## src/mode_selector_consts.vh

```
`ifndef MODE_SELECTOR_CONSTS_VH
`define MODE_SELECTOR_CONSTS_VH

// clock and base tick
`define CLK_NS 5
`define TICK_NS 1000000
`define TICK_W 18

// times in ms, one tick is 1 ms
`define FILTER_MS 50
`define MSG_MS 200
`define LONG_MS 5000
`define LONG5_MS 10000
`define SERVICE_MS 3000
`define FLASH_MS 250
`define STUCK_MS 20
`define MS_TICKS(t) ((t) * (1000000 / `TICK_NS))

// configuration switch fields
`define DIP_BEH_LSB 0
`define DIP_BEH_MSB 1
`define DIP_ADV_BIT 2
`define DIP_RSV_BIT 3
`define BEH_DEFAULT 2'h0
`define BEH_RETAIN 2'h1
`define BEH_FALLBACK 2'h2
`define BEH_STORE 2'h3

// status codes
`define CODE_PRESEL 4'h0
`define CODE_SVC_TAG 4'h2
`define CODE_MODE5 4'h3
`define CODE_TAG1 4'h4
`define CODE_MODE1 4'h8
`define CODE_NO_PERM 4'hc
`define CODE_DEV_ERR 4'hd
`define CODE_BAD_BTN 4'he
`define CODE_TAG_OUT 4'hf

// modes
`define MODE_1 3'h1
`define MODE_4 3'h4
`define MODE_5 3'h5

// reset values
`define STATUS_RST 4'h8
`define MODE_RST 3'h1

`endif

```

## src/input_sync.v

```verilog
`timescale 1ns/1ps
`default_nettype none
module input_sync #(
	parameter W = 17
) (
	input wire sys_clk,
	input wire nrst,
	input wire clk_en,
	input wire [W-1:0] din,
	output wire [W-1:0] dout
);
	genvar i;
	generate
		for (i = 0; i < W; i = i + 1) begin : g_bit
			reg s1_q;
			reg s2_q;
			reg s3_q;
			reg out_q;
			always @(posedge sys_clk or negedge nrst) begin
				if (!nrst) begin
					s1_q <= 1'b0;
					s2_q <= 1'b0;
					s3_q <= 1'b0;
					out_q <= 1'b0;
				end else if (clk_en) begin
					s1_q <= din[i];
					s2_q <= s1_q;
					s3_q <= s2_q;
					// only accept a level once two settled stages agree
					if (s2_q == s3_q)
						out_q <= s3_q;
				end
			end
			assign dout[i] = out_q;
		end
	endgenerate
endmodule // input_sync
`default_nettype wire

```

## src/tick_timer.v

```verilog
`timescale 1ns/1ps
`default_nettype none
`include "mode_selector_consts.vh"
module tick_timer #(
	parameter TICK_CYCLES = `TICK_NS / `CLK_NS
) (
	input wire sys_clk,
	input wire nrst,
	input wire clk_en,
	output reg tick
);
	localparam integer LAST_I = TICK_CYCLES - 1;
	localparam [`TICK_W-1:0] LAST = LAST_I[`TICK_W-1:0];
	reg [`TICK_W-1:0] cnt_q;
	// free-running; every millisecond timing in the block counts these pulses
	always @(posedge sys_clk or negedge nrst) begin
		if (!nrst) begin
			cnt_q <= {`TICK_W{1'b0}};
			tick <= 1'b0;
		end else if (clk_en) begin
			tick <= (cnt_q == LAST); // RULE_23
			if (cnt_q == LAST)
				cnt_q <= {`TICK_W{1'b0}};
			else
				cnt_q <= cnt_q + 1'b1;
		end
	end
endmodule // tick_timer
`default_nettype wire

```

## src/mode_selector.v

```verilog
// Function
// RULE_01: at start-up only defined switch settings are accepted, others give device error
// RULE_02: retention or storage keeps the current mode when the tag is removed
// RULE_03: fallback, or service fallback from mode 5, returns to mode 1 on removal
// RULE_04: after reset under retention, fallback or service fallback, start in mode 1
// RULE_05: after reset under storage, restart in the last selected mode
// RULE_06: mode 5 flashes all four displays
// RULE_07: button 1 selects mode 1 or 5 by hold time, buttons 2-4 modes 2-4
// RULE_08: the controller checks that exactly one safe-mode output is active
// RULE_09: the controller tolerates all outputs zero at power-on and switchover
// RULE_10: status code 8h-Bh for modes 1-4, 3h for mode 5, bit 3 is msb
// RULE_11: tag arrival reports level 1-4 as 4h-7h and level 5 as 2h
// RULE_12: error codes Ch, Dh, Eh, Fh and preselection code 0h
// RULE_13: mode and device-error codes stay; others show 200 ms then mode code
// RULE_14: missing permission for absent, late or insufficient tag
// RULE_15: a press during mode lock is refused as missing permission; the code checks mode lock only in advanced config
// RULE_16: switch change, stuck safe-mode output or internal fault gives device error
// RULE_17: hold over 5 s for modes 1-4 or over 10 s for mode 5 is misuse
// RULE_18: several buttons together or release after tag removal is misuse
// RULE_19: presses shorter than 50 ms are ignored completely
// RULE_20: a preselection switch in advanced config shows 0h for 200 ms
// RULE_21: at most one safe-mode output is high at any time
// RULE_22: level n permits modes 1 to n, level 5 adds mode 5; the code also refuses every selection while the current mode is above n
// RULE_23: all timings derive from one free-running tick counter
`timescale 1ns/1ps
`default_nettype none
`include "mode_selector_consts.vh"
module mode_selector #(
	parameter TICK_CYCLES = `TICK_NS / `CLK_NS
) (
	input wire sys_clk,
	input wire nrst,
	input wire clk_en,
	input wire [3:0] button_in,
	input wire [3:0] dip_switch,
	input wire tag_present,
	input wire [2:0] tag_level,
	input wire [4:0] safe_mode_fb,
	input wire mode_lock,
	input wire preselect_req,
	input wire [2:0] preselect_mode,
	input wire internal_fault,
	input wire [2:0] stored_mode_in,
	output reg [4:0] safe_mode_out,
	output reg [3:0] display_out,
	output reg [3:0] status_code,
	output reg device_error,
	output reg [2:0] stored_mode_out
);
	localparam [2:0] ST_INIT = 3'b001;
	localparam [2:0] ST_RUN = 3'b010;
	localparam [2:0] ST_ERR = 3'b100;
	localparam [2:0] P_IDLE = 3'b001;
	localparam [2:0] P_HOLD = 3'b010;
	localparam [2:0] P_WAIT = 3'b100;
	localparam integer FILTER_I = `MS_TICKS(`FILTER_MS);
	localparam integer LONG_I = `MS_TICKS(`LONG_MS);
	localparam integer LONG5_I = `MS_TICKS(`LONG5_MS);
	localparam integer SERVICE_I = `MS_TICKS(`SERVICE_MS);
	localparam integer MSG_I = `MS_TICKS(`MSG_MS);
	localparam integer FLASH_I = `MS_TICKS(`FLASH_MS);
	localparam integer STUCK_I = `MS_TICKS(`STUCK_MS);
	localparam [13:0] N_FILTER = FILTER_I[13:0];
	localparam [13:0] N_LONG = LONG_I[13:0];
	localparam [13:0] N_LONG5 = LONG5_I[13:0];
	localparam [13:0] N_SERVICE = SERVICE_I[13:0];
	localparam [13:0] N_MAX = 14'h3fff;
	localparam [7:0] N_MSG = MSG_I[7:0];
	localparam [7:0] N_FLASH = FLASH_I[7:0];
	localparam [4:0] N_STUCK = STUCK_I[4:0];

	wire [16:0] s;
	wire tick;
	input_sync #(.W(17)) u_sync (
		.sys_clk(sys_clk),
		.nrst(nrst),
		.clk_en(clk_en),
		.din({safe_mode_fb, tag_level, tag_present, dip_switch, button_in}),
		.dout(s)
	);
	tick_timer #(.TICK_CYCLES(TICK_CYCLES)) u_tick (
		.sys_clk(sys_clk),
		.nrst(nrst),
		.clk_en(clk_en),
		.tick(tick)
	);
	wire [3:0] btn = s[3:0];
	wire [3:0] dip = s[7:4];
	wire tag = s[8];
	wire [2:0] lvl = s[11:9];
	wire [4:0] fb = s[16:12];

	reg [2:0] st_q;
	reg [2:0] ps_q;
	reg [2:0] mode_q;
	reg [3:0] dip_cfg_q;
	reg [2:0] init_cnt_q;
	reg tag_prev_q;
	reg [3:0] msg_q;
	reg msg_on_q;
	reg [7:0] msg_cnt_q;
	reg [7:0] blink_cnt_q;
	reg blink_q;
	reg [4:0] stuck_cnt_q;
	reg [3:0] press_btn_q;
	reg [13:0] press_cnt_q;
	reg tag_at_start_q;
	reg tag_lost_q;

	wire [1:0] beh = dip_cfg_q[`DIP_BEH_MSB:`DIP_BEH_LSB];
	wire adv = dip_cfg_q[`DIP_ADV_BIT];
	wire dip_ok = ~dip[`DIP_RSV_BIT]; // RULE_01
	wire one_btn = (btn != 4'h0) && ((btn & (btn - 4'h1)) == 4'h0);
	wire lvl_ok = (lvl != 3'h0) && (lvl <= `MODE_5);
	wire mode_ok = (mode_q != 3'h0) && (mode_q <= `MODE_5);
	wire stored_ok = (stored_mode_in != 3'h0) && (stored_mode_in <= `MODE_5);
	wire too_long = press_btn_q[0] ? (press_cnt_q > N_LONG5) : (press_cnt_q > N_LONG); // RULE_17
	wire [2:0] target = press_btn_q[0] ? ((press_cnt_q >= N_SERVICE) ? `MODE_5 : `MODE_1) :
		press_btn_q[1] ? 3'h2 : press_btn_q[2] ? 3'h3 : `MODE_4; // RULE_07

	// one decoded line per mode keeps the outputs one-hot by construction
	wire [4:0] mode_dec;
	genvar i;
	generate
		for (i = 0; i < 5; i = i + 1) begin : g_dec
			assign mode_dec[i] = (mode_q == i + 1); // RULE_21
		end
	endgenerate

	function [3:0] mode_code;
		input [2:0] m;
		begin
			if (m == `MODE_5)
				mode_code = `CODE_MODE5; // RULE_10
			else
				mode_code = `CODE_MODE1 + {2'h0, m[1:0] - 2'h1}; // RULE_10
		end
	endfunction

	task post;
		input [3:0] c;
		begin
			msg_q <= c;
			msg_on_q <= 1'b1;
			msg_cnt_q <= N_MSG;
		end
	endtask

	always @(posedge sys_clk or negedge nrst) begin
		if (!nrst) begin
			st_q <= ST_INIT;
			ps_q <= P_IDLE;
			mode_q <= `MODE_RST;
			dip_cfg_q <= 4'h0;
			init_cnt_q <= 3'h0;
			tag_prev_q <= 1'b0;
			msg_q <= `STATUS_RST;
			msg_on_q <= 1'b0;
			msg_cnt_q <= 8'h00;
			blink_cnt_q <= 8'h00;
			blink_q <= 1'b0;
			stuck_cnt_q <= 5'h00;
			press_btn_q <= 4'h0;
			press_cnt_q <= 14'h0000;
			tag_at_start_q <= 1'b0;
			tag_lost_q <= 1'b0;
		end else if (clk_en) begin
			if (tick) begin
				if (msg_cnt_q == 8'h01)
					msg_on_q <= 1'b0; // RULE_13
				if (msg_cnt_q != 8'h00)
					msg_cnt_q <= msg_cnt_q - 8'h01;
				if (blink_cnt_q == N_FLASH - 8'h01) begin
					blink_cnt_q <= 8'h00;
					blink_q <= ~blink_q;
				end else
					blink_cnt_q <= blink_cnt_q + 8'h01;
			end
			case (st_q)
			ST_INIT: begin
				// give the synchronisers time to settle before trusting the switches
				init_cnt_q <= init_cnt_q + 3'h1;
				if (init_cnt_q == 3'h7) begin
					dip_cfg_q <= dip;
					tag_prev_q <= tag;
					if (!dip_ok)
						st_q <= ST_ERR; // RULE_01
					else begin
						st_q <= ST_RUN;
						if (dip[`DIP_BEH_MSB:`DIP_BEH_LSB] == `BEH_STORE && stored_ok)
							mode_q <= stored_mode_in; // RULE_05
						else
							mode_q <= `MODE_1; // RULE_04
					end
				end
			end
			ST_RUN: begin
				tag_prev_q <= tag;
				// stuck output: feedback disagrees for a whole window
				if (fb != safe_mode_out) begin
					if (tick && stuck_cnt_q != N_STUCK)
						stuck_cnt_q <= stuck_cnt_q + 5'h01;
				end else
					stuck_cnt_q <= 5'h00;
				if (adv && preselect_req && preselect_mode != 3'h0 && preselect_mode <= `MODE_5) begin
					mode_q <= preselect_mode;
					post(`CODE_PRESEL); // RULE_20
				end
				if (tag && !tag_prev_q && lvl_ok) begin
					if (lvl == `MODE_5)
						post(`CODE_SVC_TAG); // RULE_11
					else
						post(`CODE_TAG1 + {1'b0, lvl - 3'h1}); // RULE_11
				end
				if (!tag && tag_prev_q) begin // RULE_02
					post(`CODE_TAG_OUT); // RULE_12
					if (beh == `BEH_FALLBACK)
						mode_q <= `MODE_1; // RULE_03
					else if (beh == `BEH_DEFAULT && mode_q == `MODE_5)
						mode_q <= `MODE_1; // RULE_03
					// retention and storage leave mode_q alone
				end
				case (ps_q)
				P_IDLE: begin
					if (btn != 4'h0) begin
						press_btn_q <= btn;
						press_cnt_q <= 14'h0000;
						tag_at_start_q <= tag;
						tag_lost_q <= 1'b0;
						// a short double press must stay silent, so misuse waits for the filter
						ps_q <= one_btn ? P_HOLD : P_WAIT;
					end
				end
				P_HOLD: begin
					if (tick && press_cnt_q != N_MAX)
						press_cnt_q <= press_cnt_q + 14'h0001;
					if (!tag && tag_at_start_q)
						tag_lost_q <= 1'b1;
					if ((btn & ~press_btn_q) != 4'h0) begin
						ps_q <= P_WAIT;
						if (press_cnt_q >= N_FILTER)
							post(`CODE_BAD_BTN); // RULE_18
					end else if (too_long) begin
						ps_q <= P_WAIT;
						post(`CODE_BAD_BTN); // RULE_17
					end else if (btn == 4'h0) begin
						ps_q <= P_IDLE;
						// short presses fall through with no effect
						if (press_cnt_q >= N_FILTER) begin // RULE_19
							if (tag_lost_q || (tag_at_start_q && !tag))
								post(`CODE_BAD_BTN); // RULE_18
							else if (adv && mode_lock)
								post(`CODE_NO_PERM); // RULE_15
							else if (!tag_at_start_q || !lvl_ok)
								post(`CODE_NO_PERM); // RULE_14
							else if (target > lvl || mode_q > lvl)
								post(`CODE_NO_PERM); // RULE_22
							else begin
								mode_q <= target; // RULE_07
								msg_on_q <= 1'b0;
								msg_cnt_q <= 8'h00;
							end
						end
					end
				end
				P_WAIT: begin
					if (tick && press_cnt_q != N_MAX)
						press_cnt_q <= press_cnt_q + 14'h0001;
					if (tick && press_cnt_q == N_FILTER - 14'h0001)
						post(`CODE_BAD_BTN); // RULE_18
					if (btn == 4'h0)
						ps_q <= P_IDLE;
				end
				default: ps_q <= P_IDLE;
				endcase
				if (dip != dip_cfg_q || internal_fault || !mode_ok || stuck_cnt_q == N_STUCK)
					st_q <= ST_ERR; // RULE_16
			end
			ST_ERR: st_q <= ST_ERR;
			default: st_q <= ST_ERR;
			endcase
		end
	end

	// outputs are registered copies; the error state forces every mode line low
	always @(posedge sys_clk or negedge nrst) begin
		if (!nrst) begin
			safe_mode_out <= 5'h00;
			display_out <= 4'h0;
			status_code <= `STATUS_RST;
			device_error <= 1'b0;
			stored_mode_out <= `MODE_RST;
		end else if (clk_en) begin
			stored_mode_out <= mode_q;
			if (st_q == ST_RUN) begin
				safe_mode_out <= mode_dec; // RULE_21
				display_out <= mode_dec[4] ? {4{blink_q}} : mode_dec[3:0]; // RULE_06
				status_code <= msg_on_q ? msg_q : mode_code(mode_q); // RULE_13
				device_error <= 1'b0;
			end else if (st_q == ST_ERR) begin
				safe_mode_out <= 5'h00;
				display_out <= 4'h0;
				status_code <= `CODE_DEV_ERR; // RULE_12
				device_error <= 1'b1;
			end else begin
				safe_mode_out <= 5'h00;
				display_out <= 4'h0;
				status_code <= `STATUS_RST;
				device_error <= 1'b0;
			end
		end
	end
endmodule // mode_selector
`default_nettype wire

```

## config.mk

```make
export PLATFORM = sky130hd
export DESIGN_NAME = mode_selector
export DESIGN_NICKNAME = d
export VERILOG_FILES = /design/src/input_sync.v /design/src/tick_timer.v /design/src/mode_selector.v
export VERILOG_INCLUDE_DIRS = /design/src /design/src/src
export SDC_FILE = /design/constraint.sdc
export NUM_CORES = 1
export LEC_CHECK = 0
export BUFFER_PORTS_ARGS = -buffer_cell sky130_fd_sc_hd__clkbuf_2
export CORE_ASPECT_RATIO = 1.4
export CORE_MARGIN = 2
export CORE_UTILIZATION = 40
export CTS_BUF_LIST = sky130_fd_sc_hd__clkbuf_4 sky130_fd_sc_hd__clkbuf_8 sky130_fd_sc_hd__clkbuf_16
export DETAILED_ROUTE_END_ITERATION = 10
export GPL_TIMING_DRIVEN = 0
export PLACE_DENSITY_LB_ADDON = 0.2
export SLEW_MARGIN = 10
export SYNTH_ARGS = -nofsm -noshare
export SYNTH_HDL_FRONTEND = slang
export SYNTH_SLANG_ARGS = --single-unit
```

## constraint.sdc

```tcl
create_clock -name sys_clk -period 3.5 [get_ports sys_clk]
set_input_delay 0.7 -clock sys_clk [delete_from_list [all_inputs] [get_ports sys_clk]]
set_output_delay 0.7 -clock sys_clk [all_outputs]
set_load 0.02 [all_outputs]
```

# ---- Yosys cells after proc, flatten, opt, wreduce, memory -nomap -nowiden
# Index checks and enable logic that the tools add are counted.
dict set report word_totals {
  wordCells 338
  reg_bits 168
  out_inout_bits 17
  in_bits 29
}
dict set report classes {
  n_mux 102
  bitwise 4
  n_eq_ne 48
  n_lt_le_gt_ge 10
  n_addsub 11
  n_reduce_logical 72
}
# operator n
set op_table {}
lappend op_table {{8-bit 2-to-1 mux} 17}
lappend op_table {{3-bit 2-to-1 mux} 29}
lappend op_table {{4-bit 2-to-1 mux} 19}
lappend op_table {{2-bit AND reduction} 20}
lappend op_table {{14-bit 2-to-1 mux} 2}
lappend op_table {{14-bit one-hot mux with 2 select lines} 1}
lappend op_table {{1-bit 2-to-1 mux} 22}
lappend op_table {{18-bit by 1-bit adder with 18-bit output, second input constant} 1}
lappend op_table {{18-bit equality test, second input constant} 1}
lappend op_table {{3-bit equality test, second input constant} 6}
lappend op_table {{18-bit 2-to-1 mux} 1}
lappend op_table {{3-bit AND reduction} 6}
lappend op_table {{1-bit equality test} 17}
lappend op_table {{1-bit logical AND} 17}
lappend op_table {{8-bit one-hot mux with 2 select lines} 1}
lappend op_table {{5-bit 2-to-1 mux} 3}
lappend op_table {{14-bit by 1-bit adder with 14-bit output, second input constant} 1}
lappend op_table {{14-bit by 6-bit equality test with 1-bit output, second input constant} 1}
lappend op_table {{14-bit by 12-bit greater-or-equal comparator with 1-bit output, second input constant} 1}
lappend op_table {{14-bit by 6-bit greater-or-equal comparator with 1-bit output, second input constant} 1}
lappend op_table {{14-bit by 13-bit greater-than comparator with 1-bit output, second input constant} 1}
lappend op_table {{14-bit greater-than comparator, second input constant} 1}
lappend op_table {{14-bit inequality test, second input constant} 1}
lappend op_table {{3-bit by 2-bit equality test with 1-bit output, second input constant} 4}
lappend op_table {{39 further kinds} 73}

# ---- Depth between registers and ports, before layout
dict set report depth {
  depth_word 17
  ltp_mapped 12
  mapped_depth_nobuf 11
}

# ---- Hierarchy
# From an unflattened synthesis, not the netlist that was laid out.
dict set report unflattened {
  hier_cells 876
  hier_area_um2 9318.9
}
# mod area_each_um2 cells_per_inst instances seq_area_each_um2
set by_module_without_submodules {}
lappend by_module_without_submodules {mode_selector 5313.8 589 1 2034.5}
lappend by_module_without_submodules {input_sync 3056.7 196 1 1701.6}
lappend by_module_without_submodules {tick_timer 948.4 91 1 475.5}

# ---- Least setup slack after synthesis
# OpenSTA, ideal clock, no wires.
dict set report synth_path {
  kind {flip-flop to flip-flop}
  start {register press_cnt_q[4]}
  end {register mode_q[0]}
  required_ns 3.412
  arrival_time_ns 2.401
  n_path_buf 1
  setup_slack_ns 1.011
  setup_ns 0.088
  stages_incl_launch_ff 13
  period_less_slack_ns 2.489
  cell_sequence {dfrtp_1 > buf_4 > and3_1 > o21a_1 > o21ai_0 > a31oi_1 > ha_1 > o21ai_0 > a32oi_1 > nor3_2 > nand2_4 > mux2_4 > a221oi_2}
}
dict set report synth_via {
  elab_chain_cells 15
  word_cells_on_any_way 19
  classes_between {5 x order compare; 13 x mux; 1 x reduce/logical}
}
# item line_no
set synth_rtl {}
lappend synth_rtl {{start: declaration} mode_selector.v:106} ;# reg [13:0] press_cnt_q;
lappend synth_rtl {{start signal: assignment} mode_selector.v:236} ;# press_cnt_q <= press_cnt_q + 14'h0001;
lappend synth_rtl {{start signal: assignment} mode_selector.v:268} ;# press_cnt_q <= press_cnt_q + 14'h0001;
lappend synth_rtl {{14-bit by 12-bit greater-or-equal comparator with 1-bit output} mode_selector.v:118} ;# wire [2:0] target = press_btn_q[0] ? ((press_cnt_q >= N_SERVICE) ? `MODE_5 : `MODE_1) :
lappend synth_rtl {{3-bit 2-to-1 mux (no source line) (2 in series)} -}
lappend synth_rtl {{3-bit greater-than comparator} mode_selector.v:256} ;# else if (target > lvl || mode_q > lvl)
lappend synth_rtl {{1-bit logical OR} mode_selector.v:256}
lappend synth_rtl {{3-bit 2-to-1 mux} mode_selector.v:256}
lappend synth_rtl {{3-bit 2-to-1 mux} mode_selector.v:254} ;# else if (!tag_at_start_q || !lvl_ok)
lappend synth_rtl {{3-bit 2-to-1 mux} mode_selector.v:252} ;# else if (adv && mode_lock)
lappend synth_rtl {{3-bit 2-to-1 mux} mode_selector.v:250} ;# if (tag_lost_q || (tag_at_start_q && !tag))
lappend synth_rtl {{3-bit 2-to-1 mux} mode_selector.v:249} ;# if (press_cnt_q >= N_FILTER) begin
lappend synth_rtl {{3-bit 2-to-1 mux} mode_selector.v:246} ;# end else if (btn == 4'h0) begin
lappend synth_rtl {{3-bit 2-to-1 mux *} mode_selector.v:243} ;# end else if (too_long) begin
lappend synth_rtl {{3-bit 2-to-1 mux *} mode_selector.v:239} ;# if ((btn & ~press_btn_q) != 4'h0) begin
lappend synth_rtl {{3-bit 2-to-1 mux *} mode_selector.v:223} ;# case (ps_q)
lappend synth_rtl {{3-bit one-hot mux with 2 select lines *} mode_selector.v:179} ;# case (st_q)
lappend synth_rtl {{end signal: assignment} mode_selector.v:191} ;# mode_q <= stored_mode_in;
lappend synth_rtl {{end signal: assignment} mode_selector.v:193} ;# mode_q <= `MODE_1;
lappend synth_rtl {{end signal: assignment} mode_selector.v:220} ;# mode_q <= `MODE_1;
lappend synth_rtl {{end: declaration} mode_selector.v:95} ;# reg [2:0] mode_q;
# Mark *: on every way between the ends. The rest lies on a longest branch, timed or not.
# A chain may end at the register's enable or synchronous reset.

# ---- Worst setup path in the final report
dict set report layout_path {
  start {register press_cnt_q[8]}
  end {register msg_cnt_q[6]}
}
dict set report layout_via {
  elab_chain_cells 15
  word_cells_on_any_way 23
  classes_between {5 x order compare; 1 x eq/ne; 15 x mux; 2 x reduce/logical}
}
# item line_no
set layout_rtl {}
lappend layout_rtl {{14-bit by 12-bit greater-or-equal comparator with 1-bit output} mode_selector.v:118}
lappend layout_rtl {{3-bit 2-to-1 mux (no source line) (2 in series)} -}
lappend layout_rtl {{3-bit greater-than comparator} mode_selector.v:256}
lappend layout_rtl {{1-bit logical OR} mode_selector.v:256}
lappend layout_rtl {{8-bit 2-to-1 mux} mode_selector.v:256}
lappend layout_rtl {{8-bit 2-to-1 mux} mode_selector.v:254}
lappend layout_rtl {{8-bit 2-to-1 mux} mode_selector.v:252}
lappend layout_rtl {{8-bit 2-to-1 mux} mode_selector.v:250}
lappend layout_rtl {{8-bit 2-to-1 mux} mode_selector.v:249}
lappend layout_rtl {{8-bit 2-to-1 mux} mode_selector.v:246}
lappend layout_rtl {{8-bit 2-to-1 mux} mode_selector.v:243}
lappend layout_rtl {{8-bit 2-to-1 mux} mode_selector.v:239}
lappend layout_rtl {{8-bit one-hot mux with 2 select lines *} mode_selector.v:223}
lappend layout_rtl {{8-bit 2-to-1 mux *} mode_selector.v:179}
lappend layout_rtl {{end signal: assignment} mode_selector.v:172} ;# msg_cnt_q <= msg_cnt_q - 8'h01;
lappend layout_rtl {{end: declaration} mode_selector.v:101} ;# reg [7:0] msg_cnt_q;
# Marked as above.

==> results.tsv <==
metric	value	unit
Tmin final	3.03	ns
most common cell after layout, fill and taps aside	dfrtp_1	
hold buffer count at cts	0	
initial core utilization	0.409	
die height	178	um
CTS tree	built	
post-synth cell types	81	
number of fill cells	2036	
Worst Setup Start Kind	register	
# Post-CTS Setup Buffers	0	
number of diodes	0	
Syn Inst Count	880	
first-pass GRT wire length	34000	um
DRC viols	0	
DRT Wirelength	20600	um
Crit path arrival time	3.31	ns
Wirelength per Cell	16.9	um
fin crit share	0.866	
yosys warns	0	
crit path kind	reg2reg	
detailed placement HPWL	14800	um
row count	63	
Resized cells post-CTS	0	
syn avg cell area	9.85	sq um
Final Util	0.463	
status	complete, no violations	
worst-margin pin slew	1.12	ns
most frequent cells in the layout	dfrtp_1, o21ai_0, nand2_1	
P_leak	4.42	nW
Async SR Flop Fraction	1.00	
Root Driver	clkbuf_16	
Setup WS pre-CTS	-0.113	ns
Post-Syn Nets	935	
final setup fails	0	
worst hold path class	in2async	
nets	999	
sequence of cells on the critical path	buf_2 > and3_1 > o21a_1 > o21ai_0 > a31oi_1 > ha_1 > o21ai_0 > a32oi_1 > nor3_2 > nand4_1 > nand2_1 > o221ai_1	
initial antenna violation count	0	
largest net degree at the start of global routing	100	
vias in the first global route	6568	
Buffers on Ports	44	
All-Layer GR Usage	0.193	
skew final	0.00915	ns
placer's final routability congestion estimate	0.862	
power per cell area	499	nW/um^2
io pins	46	
ys flop type	dfrtp_1	
FF/Latch Area	4210	sq um
Die ar.	22900	sq um
CP required	3.78	ns
Max rail drop VDD	0.513	mV
DR iter-0 viols	306	
CP bufs+invs	1	
worst-skew pair later-pin latency	0.44	ns
slowest stage delay, CP	0.35	ns
Worst Setup End Kind	register	
Slew Limit Fails	0	
grt ovf	0	
core box area	21200	sq um
RSZ-0062 raised after global routing	no	
Clock Sinks	168	
crit-path leading delay family	simple AND/OR/NAND/NOR gates	
Die W	128	um
share of layout cells above drive strength 1	0.177	
Max-Cap Viols	0	
Critical Path Fanout Max	8	
Multi-input gate area	4090	sq um
total CTS buffers	17	
Max Root-Sink Buffers	2	
htree depth	4	
router iterations before antenna repair	5	
Post-synth EDFFs	0	
slowest CP cell	a31oi_1	
Cell Area, Synth	8670	sq um
DR vias	6549	
Seq/Total Area, Yosys	0.486	
Fin. Hold Viols	0	
Final ANT Viol Nets	0	
worst setup margin	0.469	ns
f_max	330	MHz
Clock Pin Slew Worst Setup and Hold Paths	0.06	ns
via/cell ratio	5.38	
FF+latch count, synth	168	
Final Hold Slack	0.264	ns
CP most frequent cell	o21ai_0	
Slew headroom	0.248	
Area Growth Syn to Fin	13.2	%
## per-stage QoR
step	cell area [sq um]	instances	TNS, ns	total power [mW]
finish	9810	1217	0	4.89
global route	9810	1217	0	5.17
CTS	9800	1217	0	4.93
detailed placement	9250	1185	-0.510	3.15
global placement	9210	1184	-242.93	3.12
floorplan	8670	880	0	2.89
## cell families (layout without fill, tap and decap cells)
logic type,after synthesis,count (layout),share of synthesized area
compound gates,204,204,0.148
fa+ha+maj,26,26,0.0375
mux,52,52,0.0674
flops,168,168,0.486
buf+inv,89,166,0.0423
simple gates,293,293,0.170
xor+xnor,48,48,0.0485
## worst paths after layout
| check | cells after the start | endpoint | from | slack, ns |
|---|---|---|---|---|
| max | 12 | msg_cnt_q[6] | press_cnt_q[8] | 0.47 |
| min | 1 | press_cnt_q[1] | nrst | 0.26 |
| max reg2reg | 12 | msg_cnt_q[6] | press_cnt_q[8] | 0.47 |
| min reg2reg | 2 | press_btn_q[3] | press_btn_q[3] | 0.47 |
| max in group asynchronous | 2 | stored_mode_out[0] | nrst | 2.33 |
| min in group sys_clk | 2 | press_btn_q[3] | press_btn_q[3] | 0.47 |
## registers in the layout (all words and copies together) (netlist names), 5 cells and up
| name | cells |
|---|---|
| safe_mode_out | 5 |
| u_sync.g_bit.s2_q | 17 |
| u_sync.g_bit.s3_q | 17 |
| u_tick.cnt_q | 18 |
| stuck_cnt_q | 5 |
| msg_cnt_q | 8 |
| u_sync.g_bit.s1_q | 17 |
| blink_cnt_q | 8 |
| press_cnt_q | 14 |
| u_sync.g_bit.out_q | 17 |
## cell usage after synthesis, drive strengths merged (4+ instances only)
master,count,area (sq um)
a211oi,4,35.0
a21o,4,31.3
a21oi,46,234
a31oi,5,31.3
a32o,4,40.0
and2,8,52.6
and3,7,43.8
buf,13,81.3
clkbuf,27,101
dfrtp,162,4050
dfstp,6,158
ha,26,325
inv,49,184
mux2,48,544
mux2i,4,40.0
nand2,82,318
nand2b,7,51.3
nand3,39,200
nand3b,4,30.0
nand4,10,62.6
nor2,68,255
nor2b,12,82.6
nor3,23,120
nor4,7,58.8
o211ai,5,47.5
o21a,5,38.8
o21ai,88,444
o221ai,4,35.0
o22ai,4,25.0
o31ai,6,50.1
or3,8,50.1
or4,6,48.8
xnor2,16,140
xor2,32,280
## metal layers
layer	GRT usage	part of all wire
met5	0	0
met4	0.0632	0.023
met3	0.0447	0.036
met2	0.339	0.51
met1	0.232	0.43
## area by class of cell
cell class	count	area share
Sequential cell	168	0.429
Tap cell	260	0.0332
Buffer	40	0.0186
Timing Repair Buffer	45	0.0261
Multi-Input combinational cell	623	0.417
Clock buffer	26	0.0522
Inverter	49	0.0187
Clock inverter	6	0.00459
## report_power, final
part,switching (mW),total [mW],internal (mW)
clock network,0.770,1.78,1.01
logic,0.456,0.783,0.327
registers,0.186,2.33,2.14
total,1.41,4.89,3.48
Power figures use the tool's default switching activity.
